[src/ddblc_consts.svh]
`ifndef DDBLC_CONSTS_SVH
`define DDBLC_CONSTS_SVH
`define DDBLC_NUM_CH 8
`define DDBLC_CH_AW 3
`define DDBLC_DATA_W 12
`define DDBLC_LOAD_W 16
`define DDBLC_LOAD_TRIGGER 16'hbb00
`define DDBLC_DATA_RST 12'h000
`define DDBLC_CFG_RST 8'h00
`define DDBLC_REF_RST 1'b0
`endif

[src/ddblc_pkg.sv]
package ddblc_pkg;
  typedef logic [11:0] ddblc_code_t;
  typedef logic [2:0] ddblc_chan_t;
endpackage

[src/ddblc_top.sv]
`timescale 1ns/100ps
`include "ddblc_consts.svh"
module ddblc_top (
  input wire logic clk,
  input wire logic rst_n,
  input wire logic data_wr_en,
  input wire logic [2:0] data_wr_ch,
  input wire logic [11:0] data_wr_val,
  input wire logic [2:0] data_rd_ch,
  output logic [11:0] data_rd_val,
  input wire logic load_wr_en,
  input wire logic [15:0] load_wr_val,
  input wire logic ext_load_pin,
  input wire logic cfg_wr_en,
  input wire logic [7:0] sync_load_select_in,
  input wire logic [7:0] output_gain_select_in,
  input wire logic ref_wr_en,
  input wire logic ref_source_select_in,
  input wire logic ref_level_select_in,
  input wire logic [7:0] channel_power_on,
  output logic [7:0] sync_load_select,
  output logic [7:0] output_gain_select,
  output logic ref_source_select,
  output logic ref_level_select,
  output logic int_load_pulse,
  output logic [95:0] chan_out_code
);
  typedef struct packed {
    ddblc_pkg::ddblc_code_t [7:0] input_reg;
    ddblc_pkg::ddblc_code_t [7:0] latch;
    ddblc_pkg::ddblc_code_t [7:0] out_code;
    ddblc_pkg::ddblc_code_t rd_val;
    logic [7:0] sls;
    logic [7:0] gain;
    logic ref_src;
    logic ref_lvl;
    logic int_pulse;
    logic pin_prev;
  } ddblc_state_t;

  ddblc_state_t st_reg;
  ddblc_state_t st_next;
  logic pin_sync;
  logic pin_rise;
  logic load_event;
  logic trig_word;

  ddblc_sync u_pin_sync (
    .clk(clk),
    .rst_n(rst_n),
    .async_in(ext_load_pin),
    .sync_out(pin_sync)
  );

  assign pin_rise = pin_sync & ~st_reg.pin_prev;
  assign trig_word = load_wr_en &&
    (load_wr_val == `DDBLC_LOAD_TRIGGER);
  assign load_event = pin_rise | trig_word;

  always_comb begin
    st_next = st_reg;
    st_next.pin_prev = pin_sync;
    st_next.int_pulse = trig_word;
    if (cfg_wr_en) begin
      st_next.sls = sync_load_select_in;
      st_next.gain = output_gain_select_in;
    end
    if (ref_wr_en) begin
      st_next.ref_src = ref_source_select_in;
      st_next.ref_lvl = ref_level_select_in;
    end
    for (int i = 0; i < `DDBLC_NUM_CH; i++) begin
      // event copies every selected channel at once
      if (load_event && st_reg.sls[i]) begin
        st_next.latch[i] = st_reg.input_reg[i];
      end
      if (data_wr_en && data_wr_ch == i[2:0]) begin
        st_next.input_reg[i] = data_wr_val;
        if (!st_reg.sls[i]) begin
          st_next.latch[i] = data_wr_val;
        end
      end
      // output follows latch only while powered
      if (channel_power_on[i]) begin
        st_next.out_code[i] = st_reg.latch[i];
      end
    end
    st_next.rd_val = st_reg.latch[data_rd_ch];
  end

  always_ff @(posedge clk) begin
    if (!rst_n) begin
      st_reg <= '0;
    end else begin
      st_reg <= st_next;
    end
  end

  assign data_rd_val = st_reg.rd_val;
  assign sync_load_select = st_reg.sls;
  assign output_gain_select = st_reg.gain;
  assign ref_source_select = st_reg.ref_src;
  assign ref_level_select = st_reg.ref_lvl;
  assign int_load_pulse = st_reg.int_pulse;
  assign chan_out_code = st_reg.out_code;

  for (genvar c = 0; c < `DDBLC_NUM_CH; c++) begin : g_follow

  end
endmodule

[src/ddblc_sync.sv]
`timescale 1ns/100ps
`include "ddblc_consts.svh"
module ddblc_sync (
  input wire logic clk,
  input wire logic rst_n,
  input wire logic async_in,
  output logic sync_out
);
  typedef struct packed {
    logic meta;
    logic stable;
  } ddblc_sync_state_t;
  ddblc_sync_state_t st_reg;
  ddblc_sync_state_t st_next;
  always_comb begin
    st_next = st_reg;
    st_next.meta = async_in;
    st_next.stable = st_reg.meta;
  end
  always_ff @(posedge clk) begin
    if (!rst_n) begin
      st_reg <= '0;
    end else begin
      st_reg <= st_next;
    end
  end
  assign sync_out = st_reg.stable;
endmodule

[config.mk]
export PLATFORM = sky130hd
export DESIGN_NAME = ddblc_top
export DESIGN_NICKNAME = d
export VERILOG_FILES = /design/src/ddblc_pkg.sv /design/src/ddblc_top.sv /design/src/ddblc_sync.sv
export VERILOG_INCLUDE_DIRS = /design/src /design/src/src
export SDC_FILE = /design/constraint.sdc
export NUM_CORES = 1
export LEC_CHECK = 0
export BUFFER_PORTS_ARGS = -buffer_cell sky130_fd_sc_hd__buf_2
export CAP_MARGIN = 20
export CORE_MARGIN = 8
export CORE_UTILIZATION = 45
export DETAILED_ROUTE_END_ITERATION = 16
export PLACE_DENSITY = 0.74
export SETUP_SLACK_MARGIN = 0.5
export SKIP_CTS_REPAIR_TIMING = 1
export SLEW_MARGIN = 20
export SYNTH_ARGS = -nofsm -noshare
export SYNTH_HDL_FRONTEND = slang
export SYNTH_SLANG_ARGS = --single-unit
[constraint.sdc]
create_clock -name clk -period 1.6 [get_ports clk]
set_input_delay 0.16 -clock clk [delete_from_list [all_inputs] [get_ports clk]]
set_output_delay 0.16 -clock clk [all_outputs]
set_load 0.1 [all_outputs]
Word-level counts from Yosys, hierarchy flattened
Cells that the tools add are included.

Word-level logic and storage cells: 89. Bits in registers: 322. Bits of input ports: 67.

Reduce and logical (&&, ||, !) cells: 18. Bitwise gates (word level): 3. Muxes and demuxes: 26. Eq/ne operators: 8. $lt $le $gt $ge: 1.

Operators with widths (count): 12-bit two-way mux (25); 12-bit binary-select mux with 3-bit select (1); 1-bit logical AND (17); 16-bit equality test, second input constant (1); 3-bit equality test, second input constant (4); 3-bit by 2-bit equality test with 1-bit output, second input constant (2); 3-bit by 4-bit less-than comparator with 1-bit output, second input constant (1); 3-bit by 1-bit equality test with 1-bit output, second input constant (1); 3-bit logical NOT (1); 1-bit bitwise AND (1); 1-bit inverter (1); 1-bit bitwise OR (1).

Depth between registers and ports, before layout
Depth after elaboration: 7. Gate-level depth with buffers: 7.

Cells and area by module
Synthesis repeated with hierarchy kept, for this count alone.

Cell total of the unflattened synthesis: 1619. Area, all modules: 14453.9 um2.

By module, submodules not included: ddblc_top (instances 1, area an instance 14401.3 um2, cells each 1615, seq. area each 6406.1 um2); ddblc_sync (instances 1, area an instance 52.6 um2, cells each 4, seq. area each 40.0 um2).

Least setup slack after synthesis
Ideal clock, no wire load.

Path kind: in2reg. From: input load_wr_val[10]. To: register st_reg[141] (netlist bit). Library setup time: 139 ps. Path slack: 37 ps. Arrival time: 1424 ps. Buffers on the path: 3. Stages: 7. Required time: 1461 ps. Path through: nand4b_1 -> nor4b_4 -> a32o_1 -> buf_2 -> buf_6 -> buf_6 -> a311oi_1.

Cells in the longest elaborated chain, start to end: 7.

Ends and longest elaborated chain: start, declared (line ddblc_top.sv:12) `input wire logic [15:0] load_wr_val,`; 16-bit equality test (no source line) *; 1-bit logical AND * (line ddblc_top.sv:56) `assign trig_word = load_wr_en &&`; 1-bit bitwise OR * (line ddblc_top.sv:58) `assign load_event = pin_rise | trig_word;`; 1-bit logical AND * (line ddblc_top.sv:74) `if (load_event && st_reg.sls[i]) begin`; 12-bit two-way mux * (line ddblc_top.sv:74); 12-bit two-way mux (line ddblc_top.sv:79) `if (!st_reg.sls[i]) begin`; 12-bit two-way mux * (line ddblc_top.sv:77) `if (data_wr_en && data_wr_ch == i[2:0]) begin`; end signal, assigned (line ddblc_top.sv:95) `st_reg <= st_next;`; end, declared (line ddblc_top.sv:41) `ddblc_state_t st_reg;`.

Every way passes the cells marked *; elsewhere a longest branch is shown, timed or not. A chain may end at the register's enable or synchronous reset.

Worst setup path after layout
From: register st_reg (netlist bit sync_load_select[4]). To: register st_reg[182] (netlist bit).

Cells in the longest elaborated chain, start to end: 4.

Ends and longest elaborated chain (line): 1-bit logical AND (ddblc_top.sv:74); 12-bit two-way mux (ddblc_top.sv:74); 12-bit two-way mux (ddblc_top.sv:79); 12-bit two-way mux * (ddblc_top.sv:77).

Marked as above.

==> results.tsv <==
metric	value	unit
status	finished, violations left	
failing checks	hold timing	
total CTS buffers	34	
worst path cell trace	and3_1, buf_4, a2111oi_1, a311oi_1	
Netlist Area Pre-Place	15100	sq um
LEAKAGE	0.00721	uW
P_int	13800	uW
Multi-input gate area	8330	sq um
die area	39600	sq um
clock share of power	40.8	%
final hold violation count	1	
wire length on met1	18900	microns
CP startpoint kind	register	
worst hold path type	input pin to register	
required time of the critical path	1970	ps
Net Count, Synth	1679	
Vias	13400	
WP depth	4	
Filler Cells Inserted	2486	
Max-Cap Viols	0	
most frequent cells in the layout	312 x dfxtp_1, 194 x nand2_1, 175 x buf_2	
I/O Pins	194	
sequential share of the synthesized area	42.8	%
WHS	-51.3	ps
crit path to	st_reg[182]$_SDFF_PN0_	
Worst Setup End Kind	register	
Sw Pwr	5290	uW
wire per inst	23.7	microns
power per cell area	982	nW/um^2
Nets	1779	
DRT iter0 DRCs	1637	
total wire length	51800	microns
ys flop type	dfxtp_1	
Crit. Startpoint	sync_load_select[4]$_SDFFE_PN0P_	
H-tree Lvls	2	
Worst R2R End	st_reg[182]$_SDFF_PN0_	
Synth Register Bits	322	
Combinational Power Share	14.3	%
synth-to-layout area growth	28.9	%
critical path class	register to register	
vias per cell	6.12	
unrepaired setup endpoints after global routing	true	
IO Port Bufs	193	
Post-synth EDFFs	0	
Critical Path Max Stage Delay	570	ps
largest net degree at the start of global routing	100	
Ys Warns	0	
setup slack at placement	-308	ps
worst reg-to-reg setup slack	20	ps
FF/Latch Area	6470	sq um
clock slew at reported path FFs	60	ps
relative slew slack	56.9	%
DRC violations left	0	
clock root buffer	clkbuf_16	
uppermost routed layer	met5	
crit path time final	1580	ps
delay-heaviest family, CP	compound AO/OA/AOI/OAI gates	
GRT overflow	0	
layout cells sized above 1	32.3	%
detailed placement HPWL	32400	microns
fin crit share	98.6	%
Max VDD drop	681	uV
met2 wire len	23600	microns
Gate Count Post-Synth	1612	
CTS tree	done	
setup ws final	23.0	ps
Worst Skew	17.9	ps
slowest CP cell	a2111oi_1	
Overall Global Routing Usage	22.5	%
latest clock arrival within the worst-skew pair	520	ps
Max Clk Rate	634	MHz
vias in the first global route	12000	
Max FO, Critical Path	7	
final RePlAce weighted congestion	0.911	
antenna violations before repair	8	
CTS Buffer Depth	3	
Synth Area per Inst	9.35	sq um
commonest non-fill, non-tap cell in the layout	dfxtp_1	
CP bufs+invs	1	
Least-Margin Pin Slew	645	ps
chip width	199	microns
first-pass GRT wire length	70400	microns
final setup fails	0	
Switching Fraction	27.7	%
synth unique cells	35	
R2R Path Start	sync_load_select[4]$_SDFFE_PN0P_	
Arrival @ worst endpoint	1950	ps
FF-to-FF path depth	4	
Starting Density	45.3	%
fin. max-slew vios	0	
met3 wire length	6100	microns
1st-pass router iterations	6	
Core Box Area	33300	sq um
row cnt	67	
Die H	199	microns
asr flop ratio synth	0	%
Routed Antenna Nets	0	
Flop pwr share	44.9	%
clock sink count	322	
max FFs per register	193	
[worst min-delay path by stage]
stage	from	endpoint	slack, ps	cells after the start
global placement	ext_load_pin	u_pin_sync.st_next[0]$_SDFF_PN0_	370	2
detailed placement	ext_load_pin	u_pin_sync.st_next[0]$_SDFF_PN0_	370	2
floorplan	ext_load_pin	u_pin_sync.st_next[0]$_SDFF_PN0_	290	1
CTS	ext_load_pin	u_pin_sync.st_next[0]$_SDFF_PN0_	-150	2
global route	sync_load_select_in[2]	sync_load_select[2]$_SDFFE_PN0P_	2	3
finish	sync_load_select_in[2]	sync_load_select[2]$_SDFFE_PN0P_	-50	3
[layout make-up]
type,count,share of cell area (%)
Timing Repair Buffer,342,13.5
Sequential cell,322,33.3
Clock buffer,51,5.40
Inverter,97,1.87
Antenna cell,5,0.0644
Clock inverter,6,0.167
Multi-Input combinational cell,915,42.8
Tap cell,448,2.88
[cells by family (layout without fill, tap and decap cells)]
logic type	after synthesis	in the layout	synth area share, %
AND/OR/NAND/NOR	378	378	12.8
buffers and inverters	375	496	13.2
other	0	5	0
AO/OA/AOI/OAI	387	387	19.3
flip-flops	322	322	42.8
multiplexers	150	150	12.0
[per-stage QoR]
step	instance area [sq um]	setup TNS (ps)	cells	util, %	power, uW
2_1_floorplan	15200	0	1612	-	10300
3_3_place_gp	16100	-16610	2085	48.4	10900
3_5_place_dp	16100	-18740	2085	48.4	10900
4_1_cts	17200	-592	2142	51.7	18500
5_1_grt	19400	-28.0	2184	58.4	19600
6_report	19400	0	2186	58.4	19100
[worst min-delay path: cells and delay by family]
kind / cells / cell delay, ps
muxes: 1 / 60
and+or+nand+nor: 1 / 120
buffers and inverters: 1 / 80
[power by group through the flow]
stage	Clock, uW	Combinational, uW	Sequential, uW
after floorplan	0	1720	8570
after global placement	0	2210	8670
after detailed placement	0	2250	8670
after CTS	7770	2260	8500
after global routing	8140	2840	8570
final	7780	2740	8570
[synth_stat cells, drive strengths merged (5+ instances only)]
master | number | area, sq um
buf | 172 | 1220
nor2 | 10 | 40.0
a2111oi | 94 | 823
dfxtp | 322 | 6450
a311oi | 96 | 841
mux4 | 24 | 541
nand2 | 194 | 728
mux2i | 126 | 1260
o21ai | 96 | 480
nand4b | 5 | 43.8
nor2b | 126 | 788
inv | 97 | 364
a21boi | 96 | 721
or2 | 6 | 37.5
clkbuf | 106 | 398
and3 | 16 | 100
[layer usage]
metal,track usage [%],up-vias
met4,11.6,6
li1,-,5795
met2,34.8,893
met5,0,-
met3,5.94,264
met1,28.7,6428
(Power assumes the default switching activity.)
